<file path="config.mk">
export PLATFORM = sky130hd
export DESIGN_NAME = spi_status_response
export DESIGN_NICKNAME = d
export VERILOG_FILES = /design/src/hdl/sbc_status_pkg.sv /design/src/hdl/spi_frame_if.sv /design/src/hdl/spi_status_response.sv /design/src/hdl/spi_status_shifter.sv
export SDC_FILE = /design/constraint.sdc
export NUM_CORES = 1
export LEC_CHECK = 0
export BUFFER_PORTS_ARGS = -buffer_cell sky130_fd_sc_hd__buf_2
export CORE_MARGIN = 2
export CORE_UTILIZATION = 35
export CTS_CLUSTER_SIZE = 16
export DETAILED_ROUTE_END_ITERATION = 6
export MAX_ROUTING_LAYER = met4
export PLACE_DENSITY = 0.56
export RECOVER_POWER = 25
export SETUP_SLACK_MARGIN = 0.15
export SLEW_MARGIN = 20
export SYNTH_ARGS = -nofsm -noshare
export SYNTH_HDL_FRONTEND = slang
export SYNTH_HIERARCHICAL = 1
export SYNTH_SLANG_ARGS = --single-unit
export TNS_END_PERCENT = 50
</file>
<file path="constraint.sdc">
create_clock -name aclk -period 1.9 [get_ports aclk]
set_input_delay 0.38 -clock aclk [delete_from_list [all_inputs] [get_ports aclk]]
set_output_delay 0.38 -clock aclk [all_outputs]
set_load 0.02 [all_outputs]
</file>
<file path="src/hdl/sbc_status_pkg.sv">
// Shared constants for the SPI status response block
package sbc_status_pkg;
   // Event sources; index i < 8 is extended status bit i
   localparam int SRC_N       = 9;
   localparam int SRC_REG_LO  = 0;
   localparam int SRC_REG_HI  = 1;
   localparam int SRC_IO_LO   = 2;
   localparam int SRC_IO_HI   = 3;
   localparam int SRC_SW_BUS1 = 4;
   localparam int SRC_SW_BUS2 = 5;
   localparam int SRC_HS_NODE = 6;
   localparam int SRC_CAN_BUS = 7;
   localparam int SRC_SAFE    = 8;
   // Event kinds
   localparam int KIND_N    = 3;
   localparam int KIND_INT  = 0;
   localparam int KIND_WAKE = 1;
   localparam int KIND_RST  = 2;
   // Fixed status bit positions
   localparam int BIT_INT   = 15;
   localparam int BIT_WAKE  = 14;
   localparam int BIT_RST   = 13;
   localparam int BIT_CAN_G = 12;
   localparam int BIT_LIN_G = 11;
   localparam int BIT_IO_G  = 10;
   localparam int BIT_SAFE_G = 9;
   localparam int BIT_REG_G = 8;
   // Command word fields
   localparam int FRAME_BITS = 16;
   localparam int BYTE_BITS  = 8;
   localparam logic [1:0] CMD_WRITE = 2'h1;
   localparam int CLR_SRC_LSB = 8;
   localparam int CLR_SRC_W   = 4;
   // Register map, byte addresses
   localparam logic [3:0] ADDR_CTRL   = 4'h0;
   localparam logic [3:0] ADDR_FLAGS  = 4'h4;
   localparam logic [3:0] ADDR_STATUS = 4'h8;
   localparam logic [3:0] ADDR_CMD    = 4'hc;
   localparam int CTRL_EN_BIT  = 0;
   localparam int CTRL_CLR_BIT = 1;
   localparam logic CTRL_EN_RESET = 1'h1;
   localparam logic [1:0] RESP_OKAY   = 2'h0;
   localparam logic [1:0] RESP_SLVERR = 2'h2;
endpackage

</file>
<file path="src/hdl/spi_frame_if.sv">
// Frame carrier between the status core and the SPI shifter
`timescale 1ns/1ps
interface spi_frame_if;
   logic [15:0] status_word;
   logic        resp_en;
   logic [15:0] cmd_word;
   logic        frame_done;
   modport shifter (
      input  status_word,
      input  resp_en,
      output cmd_word,
      output frame_done
   );
   modport core (
      output status_word,
      output resp_en,
      input  cmd_word,
      input  frame_done
   );
endinterface

</file>
<file path="src/hdl/spi_status_response.sv">
// Status response top: source flags, summary word and AXI4-Lite registers
// Operation
// Write command returns fixed plus extended byte
// Read command returns only fixed byte
// Bit 15 set while interrupt flags pending
// Bit 14 set while wake flags pending
// Bit 13 set while reset flags pending
// Bit 12 marks CAN local or bus source
// Bit 11 marks either LIN channel source
// Bit 10 marks I/O wake pin source
// Bit 9 marks fail-safe source
// Bit 8 marks regulator or voltage monitor
// Extended bit 7 marks CAN bus cause
// Extended bit 6 marks CAN local cause
// Extended bit 5 marks second LIN channel
// Extended bit 4 marks first LIN channel
// Extended bit 2 marks low I/O page
// Extended bit 3 marks high I/O page
// Extended bit 1 marks high regulator page
// Extended bit 0 marks low regulator page
// SPI flag read clears latched source flags
// Response shifted MSB first, fixed byte high
//
// Implementation choices: the register addresses and register access over AXI4-Lite.
`timescale 1ns/1ps
module spi_status_response (
   // Clock and reset
   input  wire logic        aclk,
   input  wire logic        aresetn,
   // AXI4-Lite write address
   input  wire logic [3:0]  awaddr,
   input  wire logic        awvalid,
   output logic             awready,
   // AXI4-Lite write data
   input  wire logic [31:0] wdata,
   input  wire logic [3:0]  wstrb,
   input  wire logic        wvalid,
   output logic             wready,
   // AXI4-Lite write response
   output logic [1:0]       bresp,
   output logic             bvalid,
   input  wire logic        bready,
   // AXI4-Lite read address
   input  wire logic [3:0]  araddr,
   input  wire logic        arvalid,
   output logic             arready,
   // AXI4-Lite read data
   output logic [31:0]      rdata,
   output logic [1:0]       rresp,
   output logic             rvalid,
   input  wire logic        rready,
   // Event pulses from device logic, one bit per source
   input  wire logic [8:0]  evt_int,
   input  wire logic [8:0]  evt_wake,
   input  wire logic [8:0]  evt_reset,
   // SPI pins
   input  wire logic        sclk,
   input  wire logic        cs_n,
   input  wire logic        mosi,
   output logic             miso,
   output logic             miso_oe_n
);
   localparam int N = sbc_status_pkg::SRC_N;

   spi_frame_if fr ();

   logic [N-1:0]  evt      [sbc_status_pkg::KIND_N];
   logic [N-1:0]  flag_q   [sbc_status_pkg::KIND_N];
   logic [N-1:0]  clr_mask;
   logic [N-1:0]  src_pend;
   logic [2:0]    kind_pend;
   logic [4:0]    grp_pend;
   logic [15:0]   next_status;
   logic [15:0]   last_cmd;
   logic          resp_en;
   logic          clr_all;
   logic          spi_clear;
   logic [3:0]    aw_addr;
   logic [31:0]   w_data;
   logic [3:0]    w_strb;
   logic          do_write;
   logic [2:0]    wr_sel;

   // Map a byte address onto a register index, 4 when unmapped
   function automatic logic [2:0] reg_sel(input logic [3:0] a);
      case (a)
         sbc_status_pkg::ADDR_CTRL:   reg_sel = 3'h0;
         sbc_status_pkg::ADDR_FLAGS:  reg_sel = 3'h1;
         sbc_status_pkg::ADDR_STATUS: reg_sel = 3'h2;
         sbc_status_pkg::ADDR_CMD:    reg_sel = 3'h3;
         default:                     reg_sel = 3'h4;
      endcase
   endfunction

   // One-hot source mask from the clear field of a read command
   function automatic logic [N-1:0] src_decode(input logic [15:0] c);
      logic [3:0] idx;
      idx = c[sbc_status_pkg::CLR_SRC_LSB +: sbc_status_pkg::CLR_SRC_W];
      src_decode = '0;
      if (idx < 4'(N)) begin
         src_decode[idx] = 1'b1;
      end
   endfunction

   assign evt[sbc_status_pkg::KIND_INT]  = evt_int;
   assign evt[sbc_status_pkg::KIND_WAKE] = evt_wake;
   assign evt[sbc_status_pkg::KIND_RST]  = evt_reset;

   // A completed read frame addresses one source for clearing
   assign spi_clear = fr.frame_done
      && fr.cmd_word[15:14] != sbc_status_pkg::CMD_WRITE;

   always_comb begin
      clr_mask = '0;
      if (clr_all) begin
         clr_mask = '1;
      end else if (spi_clear) begin
         clr_mask = src_decode(fr.cmd_word);
      end
   end

   // Sticky flags per kind; a new event beats a clear in the same cycle
   generate
      for (genvar k = 0; k < sbc_status_pkg::KIND_N; k++) begin : g_kind
         always_ff @(posedge aclk) begin
            if (!aresetn) begin
               flag_q[k] <= '0;
            end else begin
               flag_q[k] <= (flag_q[k] & ~clr_mask) | evt[k];
            end
         end
         assign kind_pend[k] = |flag_q[k];
      end
   endgenerate

   // Any kind pending from each source
   assign src_pend = flag_q[0] | flag_q[1] | flag_q[2];

   // Group summaries of the fixed byte
   assign grp_pend[4] = src_pend[sbc_status_pkg::SRC_CAN_BUS]
                      | src_pend[sbc_status_pkg::SRC_HS_NODE];
   assign grp_pend[3] = src_pend[sbc_status_pkg::SRC_SW_BUS2]
                      | src_pend[sbc_status_pkg::SRC_SW_BUS1];
   assign grp_pend[2] = src_pend[sbc_status_pkg::SRC_IO_HI]
                      | src_pend[sbc_status_pkg::SRC_IO_LO];
   assign grp_pend[1] = src_pend[sbc_status_pkg::SRC_SAFE];
   assign grp_pend[0] = src_pend[sbc_status_pkg::SRC_REG_HI]
                      | src_pend[sbc_status_pkg::SRC_REG_LO];

   // Assemble the 16 bit response word
   always_comb begin
      next_status = 16'h0000;
      next_status[sbc_status_pkg::BIT_INT] =
         kind_pend[sbc_status_pkg::KIND_INT];
      next_status[sbc_status_pkg::BIT_WAKE] =
         kind_pend[sbc_status_pkg::KIND_WAKE];
      next_status[sbc_status_pkg::BIT_RST] =
         kind_pend[sbc_status_pkg::KIND_RST];
      next_status[sbc_status_pkg::BIT_CAN_G:sbc_status_pkg::BIT_REG_G] = grp_pend;
      // Extended byte: source index equals bit position
      next_status[7:0] = src_pend[7:0];
   end

   // Registered so the shifter samples a clean word at select
   always_ff @(posedge aclk) begin
      if (!aresetn) begin
         fr.status_word <= 16'h0000;
      end else begin
         fr.status_word <= next_status;
      end
   end

   assign fr.resp_en = resp_en;

   spi_status_shifter u_shift (
      .aclk      (aclk),
      .aresetn   (aresetn),
      .sclk      (sclk),
      .cs_n      (cs_n),
      .mosi      (mosi),
      .miso      (miso),
      .miso_oe_n (miso_oe_n),
      .fr        (fr)
   );

   // Keep the last full command for software inspection
   always_ff @(posedge aclk) begin
      if (!aresetn) begin
         last_cmd <= 16'h0000;
      end else if (fr.frame_done) begin
         last_cmd <= fr.cmd_word;
      end
   end

   // Write address channel
   always_ff @(posedge aclk) begin
      if (!aresetn) begin
         awready <= 1'b1;
         aw_addr <= 4'h0;
      end else if (awvalid && awready) begin
         awready <= 1'b0;
         aw_addr <= awaddr;
      end else if (do_write) begin
         awready <= 1'b1;
      end
   end

   // Write data channel, taken independently of the address
   always_ff @(posedge aclk) begin
      if (!aresetn) begin
         wready <= 1'b1;
         w_data <= 32'h00000000;
         w_strb <= 4'h0;
      end else if (wvalid && wready) begin
         wready <= 1'b0;
         w_data <= wdata;
         w_strb <= wstrb;
      end else if (do_write) begin
         wready <= 1'b1;
      end
   end

   assign do_write = !awready && !wready && !bvalid;
   assign wr_sel   = reg_sel(aw_addr);

   // Write response; only the control register is writable
   always_ff @(posedge aclk) begin
      if (!aresetn) begin
         bvalid <= 1'b0;
         bresp  <= sbc_status_pkg::RESP_OKAY;
      end else if (do_write) begin
         bvalid <= 1'b1;
         bresp  <= (wr_sel == 3'h0) ? sbc_status_pkg::RESP_OKAY
                                    : sbc_status_pkg::RESP_SLVERR;
      end else if (bready) begin
         bvalid <= 1'b0;
      end
   end

   // Control register; clear-all is a one-cycle strobe
   always_ff @(posedge aclk) begin
      if (!aresetn) begin
         resp_en <= sbc_status_pkg::CTRL_EN_RESET;
         clr_all <= 1'b0;
      end else begin
         clr_all <= 1'b0;
         if (do_write && wr_sel == 3'h0 && w_strb[0]) begin
            resp_en <= w_data[sbc_status_pkg::CTRL_EN_BIT];
            clr_all <= w_data[sbc_status_pkg::CTRL_CLR_BIT];
         end
      end
   end

   // Read channel; data captured at the address handshake
   always_ff @(posedge aclk) begin
      if (!aresetn) begin
         arready <= 1'b1;
         rvalid  <= 1'b0;
         rdata   <= 32'h00000000;
         rresp   <= sbc_status_pkg::RESP_OKAY;
      end else if (arvalid && arready) begin
         arready <= 1'b0;
         rvalid  <= 1'b1;
         rresp   <= sbc_status_pkg::RESP_OKAY;
         case (reg_sel(araddr))
            3'h0: rdata <= {31'h0, resp_en};
            3'h1: rdata <= {5'h00, flag_q[2], flag_q[1], flag_q[0]};
            3'h2: rdata <= {16'h0000, fr.status_word};
            3'h3: rdata <= {16'h0000, last_cmd};
            default: begin
               rdata <= 32'h00000000;
               rresp <= sbc_status_pkg::RESP_SLVERR;
            end
         endcase
      end else if (rvalid && rready) begin
         rvalid  <= 1'b0;
         arready <= 1'b1;
      end
   end

   logic [N-1:0] evt_any;
   assign evt_any = evt_int | evt_wake | evt_reset;
endmodule

</file>
<file path="src/hdl/spi_status_shifter.sv">
// SPI slave shifter: samples the pins, shifts status out and command in
`timescale 1ns/1ps
module spi_status_shifter (
   // Clock and reset
   input  wire logic    aclk,
   input  wire logic    aresetn,
   // SPI pins
   input  wire logic    sclk,
   input  wire logic    cs_n,
   input  wire logic    mosi,
   output logic         miso,
   output logic         miso_oe_n,
   // Core side
   spi_frame_if.shifter fr
);
   logic        sclk_s1, sclk_s2, sclk_d;
   logic        cs_s1, cs_s2, cs_d;
   logic        mosi_s1, mosi_s2;
   logic [15:0] tx_shift;
   logic [15:0] rx_shift;
   logic [4:0]  bit_cnt;
   logic [1:0]  cmd_type;
   logic        cs_fall, cs_rise, sclk_rise, sclk_fall;
   logic        next_miso;

   // Two stage synchronisers, then one edge history flop
   always_ff @(posedge aclk) begin
      if (!aresetn) begin
         sclk_s1 <= 1'b0;
         sclk_s2 <= 1'b0;
         sclk_d  <= 1'b0;
         cs_s1   <= 1'b1;
         cs_s2   <= 1'b1;
         cs_d    <= 1'b1;
         mosi_s1 <= 1'b0;
         mosi_s2 <= 1'b0;
      end else begin
         sclk_s1 <= sclk;
         sclk_s2 <= sclk_s1;
         sclk_d  <= sclk_s2;
         cs_s1   <= cs_n;
         cs_s2   <= cs_s1;
         cs_d    <= cs_s2;
         mosi_s1 <= mosi;
         mosi_s2 <= mosi_s1;
      end
   end

   assign cs_fall   = cs_d & ~cs_s2;
   assign cs_rise   = ~cs_d & cs_s2;
   assign sclk_rise = ~sclk_d & sclk_s2 & ~cs_s2;
   assign sclk_fall = sclk_d & ~sclk_s2 & ~cs_s2;

   // Status is frozen at select so a frame never shows a half update
   always_ff @(posedge aclk) begin
      if (!aresetn) begin
         tx_shift <= 16'h0000;
         rx_shift <= 16'h0000;
         bit_cnt  <= 5'h00;
         cmd_type <= 2'h0;
      end else if (cs_fall) begin
         tx_shift <= fr.status_word;
         rx_shift <= 16'h0000;
         bit_cnt  <= 5'h00;
      end else if (sclk_rise) begin
         rx_shift <= {rx_shift[14:0], mosi_s2};
         if (bit_cnt == 5'h01) begin
            cmd_type <= {rx_shift[0], mosi_s2};
         end
         // Count one past a full frame so an overlong frame is refused too
         if (bit_cnt != 5'(sbc_status_pkg::FRAME_BITS + 1)) begin
            bit_cnt <= bit_cnt + 5'h01;
         end
      end else if (sclk_fall) begin
         tx_shift <= {tx_shift[14:0], 1'b0};
      end
   end

   // Reads return only the fixed byte, the second byte stays low
   always_comb begin
      next_miso = tx_shift[15];
      if (bit_cnt >= 5'(sbc_status_pkg::BYTE_BITS)
          && cmd_type != sbc_status_pkg::CMD_WRITE) begin
         next_miso = 1'b0;
      end
   end

   // Pin drive; released whenever select is high
   always_ff @(posedge aclk) begin
      if (!aresetn) begin
         miso      <= 1'b0;
         miso_oe_n <= 1'b1;
      end else begin
         miso      <= cs_s2 ? 1'b0 : next_miso;
         miso_oe_n <= cs_s2 | ~fr.resp_en;
      end
   end

   // Only complete 16 bit frames are handed to the core
   always_ff @(posedge aclk) begin
      if (!aresetn) begin
         fr.cmd_word   <= 16'h0000;
         fr.frame_done <= 1'b0;
      end else begin
         fr.frame_done <= cs_rise
            && bit_cnt == 5'(sbc_status_pkg::FRAME_BITS);
         if (cs_rise) begin
            fr.cmd_word <= rx_shift;
         end
      end
   end
endmodule

</file>
==> qor.csv, run 1 <==
metric;value;unit
Seq/Total Area, Yosys;49.70;%
Layout area overhead;17.60;%
DR vias;5603;
VDD IR-drop max;0.0006017;V
post-synth top area cell;dfxtp_1;
Fmax;0.6097;GHz
fin crit share;86.33;%
Core ar.;18830;sq um
Core Util, Final;42.26;%
initial core utilization;35.93;%
WP data required;2.26;ns
Worst EP arrival;2.00;ns
detailed placer's ending HPWL;12180;microns
Final min period;1.640;ns
Post-synth EDFFs;0;
max_slew headroom;39.56;%
Horiz. Die Dim;143.0;microns
vias in the first global route;5274;
Clk Latency, worst-skew pair;0.43;ns
Hold Vio Cnt, Final;0;
synthesized flop and latch total;168;
Setup Skew;0.008642;ns
Final nets;921;
placed insts;1078;
vias per inst;5.048;
GRT Resource Usage Total;18.37;%
HP Class;primary input to flip-flop;
post-route ant nets;0;
I/O Buffers;83;
clock buffer depth;2;
share of layout cells above drive strength 1;19.41;%
# IOs;124;
P_leak;2.978;nW
max-slew violation count;0;
Hold WS;0.1299;ns
wire length per cell;15.91;microns
fraction of registers with async set/reset;0;%
PD cells;965.7;nW/um^2
1st-iter DRT viols;369;
CTS tree;built;
Power, Total;7.685;mW
Synth top area share;49.70;%
Yosys warning total;6;
maxcap violations;0;
die height;143.0;microns
main area contributors after synthesis;dfxtp_1, nand2_1, nand3b_1;
initial antenna violation count;0;
Worst Setup Start Kind;flip-flop;
Synth Cell Area;6766;sq um
Worst-path clk slew;0.07;ns
status;completed;
setup_tns;0;ns
gr ovfl total;0;
first-pass GRT wire length;28270;microns
clock sinks;168;
Netlist cell types;47;
largest net degree at the start of global routing;47;
DRT Pass-1 Iters;5;
CTS HTree Levels;4;
CTS Buf Count;17;
ant diodes;0;
GPL Wtd Cong;0.8198;
# DRC;0;
setup violators final;0;
ys flop type;dfxtp_1;
Syn Area/Cell;8.799;sq um
RSZ-0062 raised after global routing;yes;
Root Buffer;clkbuf_16;
fin cells;1110;
critical path endpoint category;flip-flop;
Routed WL;17660;microns
Synth Instances;769;
die area;20460;sq um
Max FO, Critical Path;9;
WS Path Type;flip-flop to flip-flop;
Slew @ Worst Pin;0.9047;ns
# rows;50;
[critical path, cell delays in order, from the launching register on]
cell and delay [ns]:
dfxtp_1 0.35, nor2b_1 0.73, nor4b_1 0.13, buf_4 0.19, o21ai_0 0.16
[per-layer routing]
| layer | part of all wire, % | track usage [%] | up-vias |
|---|---|---|---|
| met5 | 0 | - | - |
| met4 | 1.0 | 4.898 | 0 |
| met3 | 4.8 | 4.460 | 8 |
| met2 | 44 | 26.14 | 143 |
| met1 | 50 | 25.93 | 2656 |
| li1 | - | - | 2796 |
[stage by stage]
| stage | setup slack, ns | cell area (sq um) |
|---|---|---|
| finish | 0.2598 | 7958 |
| global route | 0.07081 | 7958 |
| CTS | 0.2569 | 7964 |
| detailed placement | 0.1503 | 7382 |
| global placement | 0.2016 | 7382 |
| floorplan | 0.5173 | 6789 |
[layout by cell type (no fill, tap or decap), types with 4 or more instances in the layout]
cell | Yosys | routed
and2_1 | 6 | 4
o21ai_0 | 43 | 43
conb_1 | 1 | 7
nand2b_1 | 9 | 9
and3_1 | 4 | 4
buf_2 | 17 | 82
nand3_1 | 30 | 30
nand2_1 | 166 | 166
a22oi_1 | 16 | 16
nand3b_1 | 31 | 31
dfxtp_1 | 168 | 168
nor4_1 | 5 | 5
nor4b_1 | 4 | 4
inv_8 | 0 | 5
nor3_1 | 14 | 14
mux2i_1 | 21 | 21
clkbuf_16 | 0 | 17
nor4b_2 | 4 | 4
buf_4 | 12 | 18
o31ai_1 | 15 | 15
a21boi_0 | 15 | 15
a21oi_1 | 42 | 42
inv_1 | 7 | 7
nor2_1 | 34 | 34
nor2b_1 | 5 | 4
a31oi_1 | 18 | 18
mux2_2 | 16 | 16
[cell usage after synthesis (12+ instances only)]
library cell,number
o21ai_0,43
o31ai_1,15
buf_2,17
mux2_2,16
mux2i_1,21
a21oi_1,42
nand3b_1,31
clkbuf_1,28
nor3_1,14
a21boi_0,15
a31oi_1,18
a22oi_1,16
nand2_1,166
dfxtp_1,168
nand3_1,30
nor2_1,34
buf_4,12
[layout make-up]
type | instances | area, sq um
Timing Repair Buffer | 104 | 563.0
Sequential cell | 168 | 3363
Clock inverter | 15 | 156.4
Fill cell | 1914 | 10870
Clock buffer | 17 | 425.4
Inverter | 8 | 30.03
Tap cell | 260 | 325.3
Multi-Input combinational cell | 538 | 3094
[timing repair]
item                                    in CTS  in global routing
hold endpoints to repair                     0                  0
endpoints found under the setup margin       0                 15
setup buffers                                0                  0
hold buffers                                 0                  0
resized for setup                            0                  1
[power by group]
group	internal [mW]	switching [mW]	total, mW
registers	3.65	0.150	3.80
clock network	1.76	1.63	3.39
logic	0.194	0.300	0.495
total	5.60	2.08	7.69
[state kept, by name, summed over array words and instances, names as in the netlist, 2 cells and up]
signal,flops
u_shift/fr.cmd_word,16
rdata,27
w_data,2
u_shift/tx_shift,16
u_shift/rx_shift,16
aw_addr,4
fr.status_word,16
u_shift/bit_cnt,5
u_shift/cmd_type,2
last_cmd,16
flag_q,27
[logic make-up after synthesis]
family                     Yosys count  synth area share, %
buffers and inverters               69                5.030
and+or+nand+nor                    330                24.35
other                                1              0.05542
muxes                               37                5.769
adders and majority gates            3               0.5548
DFF                                168                49.70
AOI/OAI and AO/OA                  161                14.53
[worst paths after layout]
kind	from	end	slack (ns)	cells after the start
max	u_shift/fr.cmd_word[14]	flag_q[2][7]	0.26	4
min	cs_n	u_shift/cs_s1	0.13	2
max reg2reg	u_shift/fr.cmd_word[14]	flag_q[2][7]	0.26	4
min reg2reg	u_shift/cs_s1	u_shift/cs_s2	0.42	1
Note: power is estimated with default switching activity, not from simulation.
==> run 2, diff against run 1 <==
CORE_UTILIZATION = 55   (was 35)
PLACE_DENSITY = 0.81   (was 0.56)
==> qor.csv, run 2 (synthesized netlist as in run 1, its figures left out) <==
metric;value;unit;change
status;completed;;
initial core utilization;56.33;%;+20 points
Worst Setup Start Kind;flip-flop;;
vias in the first global route;5019;;-4.8%
setup violators final;0;;unchanged
Max FO, Critical Path;22;;+13
CTS tree;built;;
wire length per cell;16.07;microns;+1.0%
GPL Wtd Cong;0.8606;;+5.0%
# IOs;124;;unchanged
Routed WL;15910;microns;-9.9%
Worst Reg2Reg Path Length in Cells;3;;-1
Fmax;0.6078;GHz;-0.31%
DRT Pass-1 Iters;5;;unchanged
Worst Hold End;u_shift/cs_s1;;
maxcap violations;0;;unchanged
WP data required;2.25;ns;about the same
Hold Vio Cnt, Final;0;;unchanged
commonest non-fill, non-tap cell in the layout;dfxtp_1;;
slowest CP cell;or3b_4;;
Largest stage delay, worst path;0.54;ns;-0.19 ns
clock sinks;168;;unchanged
# rows;40;;-20%
Worst-path clk slew;0.06;ns;about the same
vias per inst;5.716;;+13%
GR peak layer;met2;;
critical path endpoint category;flip-flop;;
1st-iter DRT viols;557;;+51%
fin crit share;86.59;%;+0.26 points
WHS Path Cells;2;;unchanged
met2 Usage GRT;36.78;%;+11 points
Final nets;914;;-0.76%
largest net degree at the start of global routing;106;;+130%
post-route ant nets;0;;unchanged
postcts setup bufs;0;;unchanged
Root Buffer;clkbuf_16;;
Core Util, Final;64.94;%;+23 points
reg-to-reg endpoint;u_shift/bit_cnt[2];;
commonest non-fill, non-tap cells in the layout;dfxtp_1, nand2_1, buf_2;;
CTS Buf Count;17;;unchanged
clock buffer depth;2;;unchanged
Core ar.;12010;sq um;-36%
CTS HTree Levels;4;;unchanged
DR vias;5659;;+1.0%
met3 GRT Util;7.011;%;+2.6 points
Horiz. Die Dim;114.9;microns;-20%
Worst EP arrival;1.99;ns;about the same
max-slew violation count;0;;unchanged
share of layout cells above drive strength 1;18.03;%;-1.4 points
top flop regs;flag_q: 27 flops, rdata: 27 flops;;
FILL cells;1012;;-47%
RSZ-0062 raised after global routing;yes;;
VDD IR-drop max;0.0006645;V;+10%
PD cells;1005;nW/um^2;+4.1%
Multi-input gate area;3094;sq um;unchanged
grt met1 use;34.64;%;+8.7 points
Setup Skew;0.006420;ns;-0.002222 ns
max_slew headroom;28.04;%;-12 points
I/O Buffers;83;;unchanged
worst-path cell chain;or3b_4 > a311oi_1 > mux2i_1;;
setup_tns;0;ns;unchanged
dpl ws;0.2298;ns;+0.07947 ns
# DRC;0;;unchanged
detailed placer's ending HPWL;10960;microns;-10%
ant diodes;0;;unchanged
hold_sp;cs_n;;
FF-to-FF setup slack;0.25;ns;about the same
Layout area overhead;15.27;%;
Final WS setup;0.2547;ns;-0.005028 ns
first-pass GRT wire length;25360;microns;-10%
GRT Resource Usage Total;25.25;%;+6.9 points
worst r2r src;u_shift/sclk_s2;;
HP Class;primary input to flip-flop;;
initial antenna violation count;0;;unchanged
die area;13210;sq um;-35%
Storage cell area;3363;sq um;unchanged
Clk Latency, worst-skew pair;0.42;ns;about the same
P_leak;2.959;nW;-0.62%
Final min period;1.645;ns;+0.005028 ns
Slew @ Worst Pin;1.079;ns;+0.1746 ns
WS Path Type;flip-flop to flip-flop;;
die height;114.9;microns;-20%
gr ovfl total;0;;unchanged
Power, Total;7.840;mW;+2.0%
[run 2: changes by cell type in the layout (fill, tap and decap cells not counted), sizes merged]
cell,previous run,this run
clkbuf,21,32
inv,15,7
clkinvlp,2,0
clkinv,6,5
buf,100,90
bufinv,0,3
[run 2: stage by stage]
stage	hold slack (ns)	area (sq um)	instances
after detailed placement	0.4268	7201	958
final	0.1390	7800	990
after global routing	0.1268	7800	990
after CTS	0.1290	7820	990
after global placement	0.4186	7201	958
after floorplan	0.3713	6789	775
[run 2: what timing repair did]
| action | in CTS | in global routing |
|---|---|---|
| resized for setup | 0 | 1 |
| hold buffers | 0 | 0 |
| setup endpoints to repair | 0 | 11 |
[run 2: final cells by class]
class,instances,share of cell area [%]
Clock buffer,25,6.481
Sequential cell,168,43.12
Inverter,8,0.3850
Timing Repair Buffer,97,6.529
Multi-Input combinational cell,538,39.67
Clock inverter,7,1.460
Tap cell,147,2.358
[run 2: critical path: cells and delay by family (launching register included)]
kind            cells  cell delay (ns)
flops               1             0.44
mux                 1             0.22
compound gates      1             0.37
simple gates        1             0.54
[run 2: worst max path at each step]
| stage | end | start | cells past startpoint | slack (ns) |
|---|---|---|---|---|
| CTS | u_shift/tx_shift[14] | u_shift/cs_s2 | 3 | 0.25 |
| finish | u_shift/bit_cnt[2] | u_shift/sclk_s2 | 3 | 0.25 |
| detailed placement | rdata[7] | araddr[2] | 5 | 0.23 |
| global route | u_shift/bit_cnt[2] | u_shift/cs_s2 | 3 | 0.14 |
| floorplan | u_shift/rx_shift[10] | u_shift/cs_s2 | 6 | 0.52 |
| global placement | rdata[10] | araddr[2] | 5 | 0.27 |
[run 2: report_power, final]
part	internal [mW]	switching [mW]
Sequential	3.66	0.136
Clock	2.24	1.32
Combinational	0.192	0.292
Total	6.09	1.75
[run 2: metal layers]
metal,share of wire [%],up-vias
li1,-,2779
met1,45,2649
met4,1.5,0
met5,0,-
met3,6.9,17
met2,46,214
==> run 3, diff against run 2 <==
clock period = 1.6 ns   (was 1.9 ns; I/O delays follow)
==> qor.csv, run 3 (synthesized netlist as in run 1, its figures left out) <==
metric;value;unit;change
Routed WL;16330;microns;+2.6%
met2 Usage GRT;39.61;%;+2.8 points
CTS tree;built;;
vias in the first global route;5317;;+5.9%
Final nets;928;;+1.5%
Horiz. Die Dim;114.9;microns;unchanged
CTS Buf Count;17;;unchanged
ant diodes;0;;unchanged
max-slew violation count;0;;unchanged
detailed placer's ending HPWL;11290;microns;+3.1%
# DRC;0;;unchanged
RSZ-0062 raised after global routing;yes;;
initial antenna violation count;0;;unchanged
Layout area overhead;17.83;%;
slowest CP cell;or3b_4;;
WS Path Type;flip-flop to flip-flop;;
cts hold-fix bufs;0;;unchanged
clock buffer depth;2;;unchanged
Core Util, Final;66.38;%;+1.4 points
worst-path cell chain;or3b_4 > or3_1 > a21oi_2;;
P_leak;3.016;nW;+1.9%
commonest non-fill, non-tap cells in the layout;nand2_1, dfxtp_1, buf_2;;
I/O Buffers;83;;unchanged
WP data required;1.96;ns;-0.29 ns
largest net degree at the start of global routing;74;;-30%
top flop regs;flag_q: 27 flops, rdata: 27 flops;;
hold_sp;evt_reset[5];;
Fmax;0.7095;GHz;+17%
vias per inst;5.756;;+0.70%
Setup Skew;0.005436;ns;-0.0009842 ns
PD cells;1148;nW/um^2;+14%
die area;13210;sq um;unchanged
clock sinks;168;;unchanged
gr ovfl total;0;;unchanged
Root Buffer;clkbuf_16;;
commonest non-fill, non-tap cell in the layout;nand2_1;;
Worst Reg2Reg Path Length in Cells;3;;unchanged
# rows;40;;unchanged
Max FO, Critical Path;7;;-68%
GRT Resource Usage Total;25.95;%;+0.70 points
1st-iter DRT viols;666;;+20%
Hold WS;0.08779;ns;-0.05118 ns
Core ar.;12010;sq um;unchanged
maxcap violations;0;;unchanged
first-pass GRT wire length;26050;microns;+2.7%
Final min period;1.409;ns;-0.2358 ns
Slew @ Worst Pin;0.6701;ns;-0.4092 ns
Power, Total;9.150;mW;+17%
status;completed;;
Clk Latency, worst-skew pair;0.42;ns;about the same
die height;114.9;microns;unchanged
initial core utilization;56.33;%;unchanged
setup violators final;0;;unchanged
Largest delay share family, worst path;simple AND/OR/NAND/NOR gates;;
wire length per cell;16.26;microns;+1.2%
Largest stage delay, worst path;0.44;ns;-0.10 ns
Hold Vio Cnt, Final;0;;unchanged
Placement Cell Area;7323;sq um;+1.7%
share of layout cells above drive strength 1;20.07;%;+2.0 points
met3 GRT Util;7.011;%;unchanged
worst r2r src;u_shift/sclk_s2;;
fin crit share;88.09;%;+1.5 points
HP Class;primary input to flip-flop;;
Worst Hold End;flag_q[2][5];;
GPL Wtd Cong;0.9104;;+5.8%
WHS Path Cells;3;;+1
Bufs and invs on worst path;0;;unchanged
Worst-path clk slew;0.06;ns;about the same
post-route ant nets;0;;unchanged
critical path endpoint category;flip-flop;;
DRT Pass-1 Iters;5;;unchanged
DR vias;5779;;+2.1%
FF-to-FF setup slack;0.19;ns;-0.06 ns
VDD IR-drop max;0.0009846;V;+48%
GR peak layer;met2;;
Worst EP arrival;1.77;ns;-0.22 ns
max_slew headroom;55.06;%;+27 points
CTS HTree Levels;4;;unchanged
Worst Setup Start Kind;flip-flop;;
post-route cell area;7973;sq um;+2.2%
reg-to-reg endpoint;u_shift/bit_cnt[4];;
# IOs;124;;unchanged
grt met1 use;33.80;%;-0.84 points
[run 3: cell types whose count changed in the layout (fill, tap and decap cells not counted), moves of 3 or more]
cell / delta
buf_2: -4
dfxtp_2: +3
buf_12: +4
clkbuf_1: +4
dfxtp_1: -5
buf_4: +10
[run 3: worst max-delay path by stage]
stage | end | slack (ns) | cells after the start | start
3_5_place_dp | flag_q[0][7] | -0.04 | 4 | u_shift/fr.cmd_word[14]
2_1_floorplan | u_shift/rx_shift[10] | 0.22 | 6 | u_shift/cs_s2
3_3_place_gp | flag_q[1][7] | 0.04 | 4 | u_shift/fr.cmd_word[14]
6_report | u_shift/bit_cnt[4] | 0.19 | 3 | u_shift/sclk_s2
4_1_cts | flag_q[0][7] | 0.06 | 4 | u_shift/fr.cmd_word[14]
5_1_grt | bresp[1] | 0.07 | 4 | aresetn
[run 3: tightest hold or removal path, delay by kind of cell]
family | cells | cell delay (ns)
simple gates | 1 | 0.03
compound gates | 1 | 0.05
buf+inv | 1 | 0.07
[run 3: what timing repair did]
| item | CTS | global route |
|---|---|---|
| setup buffers | 0 | 1 |
| pin swaps | 0 | 2 |
| resized for setup | 7 | 11 |
| endpoints found under the hold margin | 0 | 0 |
| setup endpoints to repair | 42 | 55 |
[run 3: final cells by class]
cell class	count	area, sq um
fillers	973	4039
flip-flops and latches	168	3374
multi-input cells	538	3142
repair buffers	111	656.9
clock buffers	24	491.7
well taps	147	183.9
clock inverters	8	93.84
inverters	8	30.03
[run 3: per-stage QoR]
stage / worst slack [ns] / TNS, ns / std cells
detailed placement: -0.03980 / -0.05909 / 971
global route: 0.07251 / 0 / 1004
finish: 0.1906 / 0 / 1004
global placement: 0.03849 / 0 / 971
CTS: 0.06346 / 0 / 1003
floorplan: 0.2173 / 0 / 775
[run 3: where the power goes]
part           internal, mW  switching, mW  total (mW)
Combinational         0.246          0.357       0.603
Clock                  2.45           1.59        4.05
Sequential             4.34          0.160        4.50
[run 3: layer usage]
metal | share of wire [%] | up-vias | wire (microns)
met1 | 46 | 2728 | 7452
met4 | 1.7 | 0 | 284
met5 | 0 | - | 0
met2 | 46 | 223 | 7568
li1 | - | 2798 | -
met3 | 6.3 | 30 | 1025
